### src/rtl/cmb_cfg.svh
`ifndef CMB_CFG_SVH
`define CMB_CFG_SVH
// Register byte offsets (low address byte)
`define CMB_A_CTRL   8'h00
`define CMB_A_RXFLG  8'h04
`define CMB_A_TXFLG  8'h08
`define CMB_A_TBSEL  8'h0C
`define CMB_A_ARQ    8'h10
`define CMB_A_AAK    8'h14
`define CMB_A_MASK   8'h18
// Window regions on address bits 7:6
`define CMB_R_TXWIN  2'h1
`define CMB_R_RXWIN  2'h2
// Control bits
`define CMB_CTRL_LOOP 0
`define CMB_CTRL_TIME 1
`define CMB_CTRL_INIT 2
`define CMB_CTRL_RST  3'h0
// Receive flag bits
`define CMB_RXF_FULL 0
`define CMB_RXF_OVR  1
// Mask bits
`define CMB_MSK_TX   0
`define CMB_MSK_RX   1
`define CMB_MSK_OVR  2
`define CMB_MSK_RST  3'h0
// Transmit window byte slots
`define CMB_TX_FRAME 13
`define CMB_TX_LOCAL_PRIORITY  4'hD
`define CMB_TX_STH   4'hE
`define CMB_TX_STL   4'hF
// Receive buffer byte slots
`define CMB_RX_BYTES 15
`define CMB_RX_STH   4'hD
`define CMB_RX_STL   4'hE
`endif

### src/rtl/cmb_pkg.sv
`default_nettype none
package cmb_pkg;
    // Transmit engine view
    typedef enum logic {TX_IDLE, TX_BUSY} cmb_tx_e;
    // Byte write into the background buffer
    typedef struct packed {
        logic       we;
        logic [3:0] idx;
        logic [7:0] data;
    } cmb_rxw_s;
    // End of a received frame
    typedef struct packed {
        logic valid;
        logic ok;
        logic accept;
        logic own;
    } cmb_rx_end_s;
    typedef logic [7:0] cmb_byte_t;
endpackage : cmb_pkg
`default_nettype wire

### src/rtl/cmb_top.sv
// Function
// three independent transmit buffers
// thirteen frame bytes, priority, two stamp bytes
// software selects an empty buffer into window
// software loads buffer then clears empty
// sent frame sets empty, transmit interrupt
// lowest priority value transmits first
// ties go to lower buffer index
// prioritize again at every arbitration attempt
// abort on request, never during transmission
// abort sets acknowledge, empty and interrupt
// five-stage receive FIFO, foreground window
// fifteen-byte receive buffers with stamp
// receiver-full marks accepted foreground frame
// valid accepted frame pushed, flag, interrupt
// software reads then clears receiver-full
// next frame goes to next background
// invalid frames never enter the FIFO
// own frames captured but not pushed
// loopback treats own frames as received
// lost arbitration continues as receiver
// full FIFO discards frame, flags overrun
// keep transmitting, accept after release
// stamp counter written after valid frame
// reset leaves buffers empty, FIFO empty
//
// The implementer's own choices: the APB interface to the registers and the register offsets.
`include "cmb_cfg.svh"
`default_nettype none
module cmb_top
    import cmb_pkg::*;
#(
    parameter int NTX      = 3,
    parameter int RX_DEPTH = 5
)(
    // Clock and reset
    input  wire logic        mclk,
    input  wire logic        nrst,
    // APB slave
    input  wire logic [7:0]  paddr,
    input  wire logic        psel,
    input  wire logic        penable,
    input  wire logic        pwrite,
    input  wire logic [31:0] pwdata,
    output logic [31:0]      prdata,
    output logic             pready,
    output logic             pslverr,
    // Transmit engine
    input  wire logic        arb_start,
    input  wire logic        tx_done,
    input  wire logic        tx_lost,
    input  wire logic        tx_error,
    output logic             tx_req,
    output logic [1:0]       tx_index,
    output logic [103:0]     tx_frame,
    // Receive engine
    input  wire cmb_rxw_s    rx_wr,
    input  wire cmb_rx_end_s rx_end,
    input  wire logic        bit_tick,
    output logic             loopback,
    // Event lines
    output logic             tx_irq,
    output logic             rx_irq,
    output logic             ovr_irq
);
    localparam int PW = $clog2(RX_DEPTH);
    // Software state
    logic [2:0]     ctrl_q;        // Loopback, stamping, init
    logic [2:0]     mask_q;        // Event enables
    logic [NTX-1:0] empty_q;       // Buffer empty flags
    logic [NTX-1:0] arq_q;         // Abort requests
    logic [NTX-1:0] aak_q;         // Abort acknowledges
    logic [1:0]     sel_q;         // Window buffer
    logic           sel_ok_q;      // Window mapped
    logic           ovr_q;         // Overrun flag
    logic [15:0]    stamp_q;       // Free-running bit counter
    // Transmit engine state
    cmb_tx_e        tx_st_q;
    logic [1:0]     act_q;         // Buffer on the bus
    logic [103:0]   frame_q;
    // Transmit and receive storage
    cmb_byte_t      txm [NTX][16];
    cmb_byte_t      bg  [`CMB_RX_BYTES];
    cmb_byte_t      fifo[RX_DEPTH][`CMB_RX_BYTES];
    logic [PW-1:0]  rd_q;
    logic [PW-1:0]  wr_q;
    logic [PW:0]    cnt_q;
    // APB read capture
    logic [31:0]    rdata_q;
    logic           err_q;

    // APB decode
    wire logic       setup   = psel & ~penable;
    wire logic       wr_acc  = psel & penable & pwrite;
    wire logic [1:0] region  = paddr[7:6];
    wire logic [3:0] slot    = paddr[5:2];
    wire logic       hit_ctl = paddr == `CMB_A_CTRL;
    wire logic       hit_rxf = paddr == `CMB_A_RXFLG;
    wire logic       hit_txf = paddr == `CMB_A_TXFLG;
    wire logic       hit_sel = paddr == `CMB_A_TBSEL;
    wire logic       hit_arq = paddr == `CMB_A_ARQ;
    wire logic       hit_aak = paddr == `CMB_A_AAK;
    wire logic       hit_msk = paddr == `CMB_A_MASK;
    wire logic       hit_txw = region == `CMB_R_TXWIN;
    wire logic       hit_rxw = region == `CMB_R_RXWIN && slot <= `CMB_RX_STL;
    wire logic       mapped  = hit_ctl | hit_rxf | hit_txf | hit_sel | hit_arq
                             | hit_aak | hit_msk | hit_txw | hit_rxw;
    // Mode bits
    wire logic init_m  = ctrl_q[`CMB_CTRL_INIT];
    wire logic time_en = ctrl_q[`CMB_CTRL_TIME];
    assign loopback    = ctrl_q[`CMB_CTRL_LOOP];
    // Window open only for a selected, still empty buffer
    wire logic win_ok  = sel_ok_q & empty_q[sel_q];
    // Write strobes
    wire logic w_ctl = wr_acc & hit_ctl;
    wire logic w_rxf = wr_acc & hit_rxf;
    wire logic w_txf = wr_acc & hit_txf;
    wire logic w_sel = wr_acc & hit_sel;
    wire logic w_arq = wr_acc & hit_arq;
    wire logic w_msk = wr_acc & hit_msk;
    wire logic w_txw = wr_acc & hit_txw & win_ok & slot <= `CMB_TX_LOCAL_PRIORITY;
    // Receive FIFO status
    wire logic rx_full = cnt_q != '0;
    wire logic fifo_fl = cnt_q == (PW+1)'(RX_DEPTH);
    wire logic pop     = w_rxf & pwdata[`CMB_RXF_FULL] & rx_full;
    // Own frame counts only in loopback
    wire logic rx_good = rx_end.valid & rx_end.ok & rx_end.accept
                       & (~rx_end.own | loopback);
    wire logic push    = rx_good & (~fifo_fl | pop);
    wire logic ovr_ev  = rx_good & fifo_fl & ~pop;
    // Prioritization among ready buffers
    logic       win_found;
    logic [1:0] win_idx;
    cmb_byte_t  win_local_priority;
    always_comb
    begin
        win_found = 1'b0;
        win_idx   = 2'h0;
        win_local_priority  = 8'hFF;
        for (int i = 0; i < NTX; i++)
        begin
            // Strict compare keeps the lower index on a tie
            if (!empty_q[i] && (!win_found || txm[i][`CMB_TX_LOCAL_PRIORITY] < win_local_priority))
            begin
                win_found = 1'b1;
                win_idx   = 2'(i);
                win_local_priority  = txm[i][`CMB_TX_LOCAL_PRIORITY];
            end
        end
    end
    // Transmit engine events
    wire logic busy    = tx_st_q == TX_BUSY;
    wire logic tx_ok   = busy & tx_done;
    wire logic tx_end  = busy & (tx_done | tx_lost | tx_error);
    // Abort only what is not on the bus
    logic [NTX-1:0] abort_g;
    logic [NTX-1:0] done_m;
    always_comb
    begin
        for (int i = 0; i < NTX; i++)
        begin
            abort_g[i] = arq_q[i] & ~empty_q[i]
                       & ~(busy & act_q == 2'(i));
            done_m[i]  = tx_ok & act_q == 2'(i);
        end
    end
    // Flag next values; hardware set wins over software clear
    wire logic [NTX-1:0] sw_clr  = w_txf ? pwdata[NTX-1:0] : '0;
    wire logic [NTX-1:0] empty_d = (empty_q & ~sw_clr) | done_m | abort_g;
    wire logic [NTX-1:0] aak_d   = (aak_q & ~sw_clr & ~done_m) | abort_g;
    wire logic [NTX-1:0] arq_d   = (w_arq ? pwdata[NTX-1:0] & ~empty_q : arq_q)
                                 & ~abort_g & ~done_m;
    wire logic           ovr_d   = (ovr_q & ~(w_rxf & pwdata[`CMB_RXF_OVR])) | ovr_ev;
    // Buffer selection picks lowest requested empty buffer
    logic [1:0] sel_n;
    logic       sel_f;
    always_comb
    begin
        sel_n = 2'h0;
        sel_f = 1'b0;
        for (int i = NTX - 1; i >= 0; i--)
        begin
            if (pwdata[i] && empty_q[i])
            begin
                sel_n = 2'(i);
                sel_f = 1'b1;
            end
        end
    end
    // Control and mask registers
    always_ff @(posedge mclk)
    begin
        if (!nrst)
        begin
            ctrl_q <= `CMB_CTRL_RST;
            mask_q <= `CMB_MSK_RST;
        end
        else
        begin
            if (w_ctl)
                ctrl_q <= pwdata[2:0];
            if (w_msk)
                mask_q <= pwdata[2:0];
        end
    end
    // Transmit flags; init returns them to the reset picture
    always_ff @(posedge mclk)
    begin
        if (!nrst || init_m)
        begin
            empty_q  <= '1;
            aak_q    <= '0;
            arq_q    <= '0;
            sel_q    <= 2'h0;
            sel_ok_q <= 1'b0;
        end
        else
        begin
            empty_q <= empty_d;
            aak_q   <= aak_d;
            arq_q   <= arq_d;
            if (w_sel)
            begin
                sel_q    <= sel_n;
                sel_ok_q <= sel_f;
            end
        end
    end
    // Transmit engine tracking
    always_ff @(posedge mclk)
    begin
        if (!nrst || init_m)
        begin
            tx_st_q <= TX_IDLE;
            act_q   <= 2'h0;
        end
        else
        begin
            case (tx_st_q)
                TX_IDLE:
                    // Arbitration attempt takes the current winner
                    if (arb_start && win_found)
                    begin
                        tx_st_q <= TX_BUSY;
                        act_q   <= win_idx;
                    end
                TX_BUSY:
                    // A fresh attempt reruns the choice; end frees it
                    if (arb_start)
                    begin
                        tx_st_q <= win_found ? TX_BUSY : TX_IDLE;
                        act_q   <= win_idx;
                    end
                    else if (tx_end)
                        tx_st_q <= TX_IDLE;
                default:
                    tx_st_q <= TX_IDLE;
            endcase
        end
    end
    // Frame handed to the engine at arbitration
    always_ff @(posedge mclk)
    begin
        if (!nrst)
            frame_q <= '0;
        else if (arb_start && win_found)
        begin
            for (int b = 0; b < `CMB_TX_FRAME; b++)
                frame_q[b*8 +: 8] <= txm[win_idx][b];
        end
    end
    // Transmit buffer storage, no reset needed
    always_ff @(posedge mclk)
    begin
        if (w_txw)
            txm[sel_q][slot] <= pwdata[7:0];
        // Stamp after a sent frame
        if (tx_ok && time_en)
        begin
            txm[act_q][`CMB_TX_STH] <= stamp_q[15:8];
            txm[act_q][`CMB_TX_STL] <= stamp_q[7:0];
        end
    end
    // Bit clock counter, cleared in init
    always_ff @(posedge mclk)
    begin
        if (!nrst || init_m)
            stamp_q <= '0;
        else if (bit_tick)
            stamp_q <= stamp_q + 16'h0001;
    end
    // Background buffer fills while the frame arrives
    always_ff @(posedge mclk)
    begin
        // Rejected frames are simply overwritten later
        if (rx_wr.we && rx_wr.idx < `CMB_RX_STH)
            bg[rx_wr.idx] <= rx_wr.data;
    end

    // FIFO storage: background copied in on a push
    always_ff @(posedge mclk)
    begin
        if (push)
        begin
            for (int b = 0; b < `CMB_RX_STH; b++)
                fifo[wr_q][b] <= bg[b];
            // Stamp bytes left stale when stamping is off
            if (time_en)
            begin
                fifo[wr_q][`CMB_RX_STH] <= stamp_q[15:8];
                fifo[wr_q][`CMB_RX_STL] <= stamp_q[7:0];
            end
        end
    end

    // FIFO pointers and overrun
    always_ff @(posedge mclk)
    begin
        if (!nrst || init_m)
        begin
            rd_q  <= '0;
            wr_q  <= '0;
            cnt_q <= '0;
            ovr_q <= 1'b0;
        end
        else
        begin
            ovr_q <= ovr_d;
            if (push)
                wr_q <= (wr_q == PW'(RX_DEPTH - 1)) ? '0 : wr_q + PW'(1);
            if (pop)
                rd_q <= (rd_q == PW'(RX_DEPTH - 1)) ? '0 : rd_q + PW'(1);
            // Release of a slot reopens the receiver at once
            if (push && !pop)
                cnt_q <= cnt_q + (PW+1)'(1);
            else if (pop && !push)
                cnt_q <= cnt_q - (PW+1)'(1);
        end
    end

    // Read multiplexer
    logic [31:0] rd_mux;
    always_comb
    begin
        rd_mux = 32'h0000_0000;
        if (hit_ctl)
            rd_mux[2:0] = ctrl_q;
        else if (hit_rxf)
        begin
            rd_mux[`CMB_RXF_FULL] = rx_full;
            rd_mux[`CMB_RXF_OVR]  = ovr_q;
        end
        else if (hit_txf)
            rd_mux[NTX-1:0] = empty_q;
        else if (hit_sel)
            rd_mux[NTX-1:0] = sel_ok_q ? NTX'(1) << sel_q : '0;
        else if (hit_arq)
            rd_mux[NTX-1:0] = arq_q;
        else if (hit_aak)
            rd_mux[NTX-1:0] = aak_q;
        else if (hit_msk)
            rd_mux[2:0] = mask_q;
        else if (hit_txw && win_ok)
            rd_mux[7:0] = txm[sel_q][slot];
        else if (hit_rxw && rx_full)
            rd_mux[7:0] = fifo[rd_q][slot];
    end

    // Read data captured in the setup cycle
    always_ff @(posedge mclk)
    begin
        if (!nrst)
        begin
            rdata_q <= 32'h0000_0000;
            err_q   <= 1'b0;
        end
        else if (setup)
        begin
            rdata_q <= rd_mux;
            err_q   <= ~mapped;
        end
    end

    // APB answer: one access cycle, no wait
    assign prdata   = rdata_q;
    assign pslverr  = err_q & psel & penable;
    assign pready   = 1'b1;
    // Engine outputs
    assign tx_req   = win_found;
    assign tx_index = act_q;
    assign tx_frame = frame_q;
    // Event lines, levels while flags stand
    assign tx_irq  = mask_q[`CMB_MSK_TX] & |empty_q;
    assign rx_irq  = mask_q[`CMB_MSK_RX] & rx_full;
    assign ovr_irq = mask_q[`CMB_MSK_OVR] & ovr_q;
endmodule : cmb_top
`default_nettype wire

### config.mk
export PLATFORM = sky130hd
export DESIGN_NAME = cmb_top
export DESIGN_NICKNAME = d
export VERILOG_FILES = /design/src/rtl/cmb_pkg.sv /design/src/rtl/cmb_top.sv
export VERILOG_INCLUDE_DIRS = /design/src /design/src/rtl
export SDC_FILE = /design/constraint.sdc
export NUM_CORES = 2
export LEC_CHECK = 0
export BUFFER_PORTS_ARGS = -buffer_cell sky130_fd_sc_hd__clkbuf_2
export CAP_MARGIN = 0
export CORE_ASPECT_RATIO = 1.75
export CORE_UTILIZATION = 35
export DETAILED_ROUTE_END_ITERATION = 12
export HOLD_SLACK_MARGIN = 0.08
export SETUP_SLACK_MARGIN = 0.5
export SKIP_LAST_GASP = 1
export SLEW_MARGIN = 20
export SYNTH_ARGS = -nofsm -noshare
export SYNTH_HDL_FRONTEND = slang
export SYNTH_SLANG_ARGS = --single-unit
### constraint.sdc
create_clock -name mclk -period 9.11 [get_ports mclk]
set_input_delay 0.4555 -clock mclk [delete_from_list [all_inputs] [get_ports mclk]]
set_output_delay 0.4555 -clock mclk [all_outputs]
set_load 0.05 [all_outputs]
# Word-level counts from Yosys, hierarchy flattened
# Memory sizes are Yosys's and may differ from the RTL's. A register that Yosys moved wholly into a read port is not among the register bits.
# Index checks and enable logic that the tools add are counted.
# word_totals
register_bits,57
ramBits,1104
inputBits,67
out_inout_bits,145
wordCells,229
mem_count,3
# memory_table
memory,depth,width,rd,rd_clocked_by_memory_dff,wr,line,text
fifo,5,120,1,1,1,cmb_top.sv:84,cmb_byte_t fifo[RX_DEPTH][`CMB_RX_BYTES];
txm,3,128,5,2,2,cmb_top.sv:82,cmb_byte_t txm [NTX][16];
bg,15,8,13,0,1,cmb_top.sv:83,cmb_byte_t bg [`CMB_RX_BYTES];
# op_classes
add_sub_neg,5
order_cmp,8
eq_ne,15
shifts,1
mux,69
bitwise_logic,82
reduce_logical,30
# op_table
op,n
$mux W128,1
$mux W8,9
$bmux W8 S4,2
$and A1 B1 Y1,42
$mux W3,13
$demux W8 S4,1
$mux W5,6
$eq A8 B5 Y1 const B,3
$mux W1,22
$and A3 B3 Y3,6
$mux W2,9
$add A16 B1 Y16 const B,1
$eq A8 B4 Y1 const B,2
$lt A8 B8 Y1,2
$logic_and A1 B1 Y1,14
$not A1 Y1,13
$or A1 B1 Y1,13
$not A3 Y3,4
$or A3 B3 Y3,3
$eq A8 B3 Y1 const B,1
$le A4 B4 Y1 const B,2
$logic_not A8 Y1,1
$mux W4,2
$logic_not A1 Y1,7
24 further kinds,31

# Depth between registers and ports, before layout
# logic_depth
word_depth,13
depth_mapped,23
ltp_nobuf,16

# Worst setup path after synthesis
# No wires, ideal clock.
# synth_path
kind,in2reg
start,input paddr[1]
end,"memory fifo[1][100] in the netlist's numbering, enable pin"
setup_ps,694
arrival_ps,8971
t_required_ps,8416
path_slack_ps,-555
path_stages,8
path_buffers,0
path_cell_list,nor4_2 > nand2_1 > nor2_4 > nand4_4 > a41o_1 > inv_2 > nand2_2 > nor3_1
# synth_between
elab_chain_cells,8
# synth_rtl
element,line,text
from (decl),cmb_top.sv:40,"input wire logic [7:0] paddr,"
$eq A8 B3 Y1 (no line),n/a,
$and A1 B1 Y1,cmb_top.sv:116,wire logic w_rxf = wr_acc & hit_rxf;
$and A1 B1 Y1 (2 in a row),cmb_top.sv:125,wire logic pop = w_rxf & pwdata[`CMB_RXF_FULL] & rx_full;
$or A1 B1 Y1,cmb_top.sv:129,wire logic push = rx_good & (~fifo_fl | pop);
$and A1 B1 Y1,cmb_top.sv:129,
via push,cmb_top.sv:129,
$mux W1,cmb_top.sv:303,if (push)
$mux W1 (implied by the code),cmb_top.sv:306,fifo[wr_q][b] <= bg[b];
to (decl),cmb_top.sv:84,
# The timed path passes the listed nets, and every way through them passes these cells.

# Worst setup path in the final report
# layout_path
start,register empty_q[0]
end,"register frame_q[25], in the netlist tx_frame[25] (read register of txm)"
# layout_between
elab_chain_cells,10
word_cells_on_any_way,15
classes_between,2 x order compare; 7 x mux; 6 x reduce/logical
# layout_rtl
element,line,text
from (decl),cmb_top.sv:70,logic [NTX-1:0] empty_q;
from (signal assigned),cmb_top.sv:219,empty_q <= empty_d;
$mux W8,cmb_top.sv:143,if (!empty_q[i] && (!win_found || txm[i][`CMB_TX_LOCAL_PRIORITY] < win_local_priority))
$lt A8 B8 Y1,cmb_top.sv:143,
$logic_or A1 B1 Y1,cmb_top.sv:143,
$logic_and A1 B1 Y1,cmb_top.sv:143,
$mux W8 or $mux W1 (tied branches),cmb_top.sv:143,
$lt A8 B8 Y1 or $logic_not A1 Y1 (tied branches),cmb_top.sv:143,
$logic_or A1 B1 Y1,cmb_top.sv:143,
$logic_and A1 B1 Y1,cmb_top.sv:143,
$mux W1,cmb_top.sv:143,
$logic_and A1 B1 Y1,cmb_top.sv:266,else if (arb_start && win_found)
to (decl),cmb_top.sv:80,logic [103:0] frame_q;
# Several ways; a longest one is shown, not always the timed one.
# A chain may end at the register's enable or synchronous reset.

==> impl_metrics.yaml <==
logic_synthesis:
  syn-instance-count: 3213
  async_flop_share_pct: 0
  syn_avg_cell_area_um2: 17.5
  synth_edf_count: 1216
  synth-seq-cells: 1382
  synth_flop_cell: "edfxtp_1"
  yosys_warnings: 0
  synth_area_um2: 56200
  synth_cell_type_count: 81
  seq_area_frac_synth_pct: 70.8
die:
  rows: 194
  initial_utilization_pct: 35.3
  core_um2: 159000
  die_area_um2: 162000
  die_x_um: 305
  die_h_um: 532
  ios: 212
grt:
  grt_pass1_wl_um: 219000
  antenna_found_initial: 10
  use_met1_pct: 20.9
  grt_pass1_vias: 31440
  use_met3_pct: 2.65
  grtUsageTotal_pct: 18.6
  grt_max_degree: 211
  grt_busiest_layer: "met2"
  grt_util_met2_pct: 34.6
  gr-total-overflow: 0
run:
  drv_cap: 0
clocking:
  path_clk_slew_ps: 70
  cts_root_buf: "clkbuf_16"
  cts_tree: "done"
  cts_inserted_buffers: 117
  htreeDepth: 3
  clk_latency_ps: 760
  clockBufferDepth: 3
  clock-sinks: 1382
sta:
  whs_ps: 144
  slew_headroom_pct: 20.5
  fin_crit_sh_pct: 64.8
  slew_violations: 0
  setup_viol: 0
  grt_setup_unrepaired: "false"
  hold_violations: 0
  clock_skew_ps: 29.3
  min_period_ps: 5900
  tightestPinTransition_ps: 1180
  finalSetupTns_ps: 0
  max_freq_mhz: 169
  setup_ws_ps: 3210
placement:
  place.gp.congestion: 0.840
  dp_cells: 5388
  place_area_um2: 59700
  dp_hpwl_um: 97100
  dp_slack_ps: 3230
  port_buffers: 162
layout:
  finalNetCount: 3544
  multi_input_area_um2: 15700
  finish.utilization_pct: 40.1
  seq_area_um2: 39900
  final_cell_area_um2: 64000
  syn2layout_area_growth_pct: 13.8
  drive_above_1_share_pct: 22.0
  instances_no_fill: 5623
  final.fill_count: 14338
power:
  power.share.clock_pct: 43.1
  sw_frac_of_total_pct: 20.4
  p_switching_mw: 2.61
  p_int_mw: 10.2
  power_density_nw_per_um2: 200
  ir_worst_vdd_mv: 0.185
  seqPwrFrac_pct: 54.2
  p_comb_share_pct: 2.7
  leakagePower_nw: 20.2
  power_mw: 12.8
route:
  drt_iter0_markers: 2634
  ant_nets: 0
  vias: 30718
  wl_per_cell_um: 27.0
  wl_um: 152000
  routed_via_density: 5.46
  drt-pass1-iter-count: 8
  drc: 0
setup_path:
  crit_fanout: 94
  crit_chain: "nor2_1 -> ha_1 -> a21oi_1 -> o21ai_1 -> or2_2 -> o22ai_4 -> a21oi_1 -> ha_1 -> a21o_1 -> a21o_1 -> a21oi_1 -> a21oi_1 -> a211o_4 -> buf_4 -> or3_1 -> a32o_1"
  critPathMostFrequentCell: "a21oi_1"
  crit_slowest_cell: "dfxtp_1"
  cp-start-kind: "flip-flop"
  max_stage_delay_ps: 840
  critPathRequiredTime_ps: 9740
  crit_buf_inv: 1
  crit_path_end_kind: "flip-flop"
  cp_top_family: "compound AO/OA/AOI/OAI gates"
  path_class: "flip-flop to flip-flop"
  arrival_ps: 6530
outcome:
  status: "finished clean"
worst_hold_path:
  min_path_type: "input port to flip-flop"
==> Yosys cell counts, types with 22 or more instances <==
cell / count / area [um2]
buf_4: 35 / 263
clkbuf_1: 94 / 353
nor3_1: 38 / 190
nand3_1: 44 / 220
a22oi_1: 28 / 210
a21oi_1: 51 / 255
nor2_1: 101 / 379
o21ai_1: 28 / 140
mux4_2: 304 / 6850
buf_2: 87 / 435
ha_1: 22 / 275
mux2i_1: 156 / 1560
dfxtp_1: 166 / 3320
edfxtp_1: 1216 / 36500
a32o_1: 105 / 1050
or3_1: 110 / 688
nand2_1: 253 / 950
o21ai_0: 109 / 546
==> state kept, by name, summed over array words and instances, names as in the netlist, 4 cells and up, named ones only <==
| register | count |
|---|---|
| bg | 104 |
| cnt_q | 4 |
| fifo | 600 |
| prdata | 8 |
| stamp_q | 16 |
| tx_frame | 104 |
| txm | 512 |
==> final timing paths <==
path	startpoint	to	slack, ps	cells after the start
hold reg to reg	tx_frame[93]	tx_frame[93]	470	1
setup / recovery	empty_q[0]	tx_frame[25]	3210	16
hold / removal	rx_wr[1]	bg[10][1]	140	1
setup reg to reg	empty_q[0]	tx_frame[25]	3210	16
==> repair_timing <==
action / CTS / global route
endpoints found under the hold margin: 18 / 0
gates resized for setup: 0 / 0
setup endpoints to repair: 0 / 0
hold buffers: 5 / 0
setup buffers: 0 / 0
==> metal layers <==
metal,up-vias,share of wire (%)
met5,-,0.036
met4,8,4.0
met3,241,5.5
met2,1020,55
met1,16158,36
li1,13291,-
==> cells by family after synthesis <==
family	share of synthesized area [%]
and+or+nand+nor	5.60
DFF	70.8
muxes	15.1
buffers and inverters	2.46
AOI/OAI and AO/OA	5.14
xor gates and xnor gates	0.280
adders and majority gates	0.525
other	0.0134
==> power groups by stage <==
stage               clock [mW]  combinational, mW  sequential (mW)
floorplan                    0              0.185             7.07
CTS                       5.61              0.347             6.94
global route              5.82              0.363             6.94
finish                    5.52              0.345             6.94
global placement             0              0.342             7.08
detailed placement           0              0.345             7.08
==> placed cells by master, fill, tap and decap left out, drive strengths merged, types with 39 or more instances in the layout <==
cell and n:
o21ai 137, dfxtp 166, nand2 254, nor2 102, buf 68, edfxtp 1216, conb 137, or3 110
clkinv 39, mux4 304, a21oi 51, nand3 44, a32o 105, clkbuf 314, mux2i 156
==> layout make-up <==
type                    count  share of cell area [%]
flip-flops and latches   1382                    62.3
clock inverters            70                    1.62
inverters                  21                   0.127
clock buffers             154                    5.06
multi-input cells        1699                    24.6
diodes                      6                  0.0235
repair buffers            233                    2.29
well taps                2058                    4.02
Power figures use the tool's default switching activity.
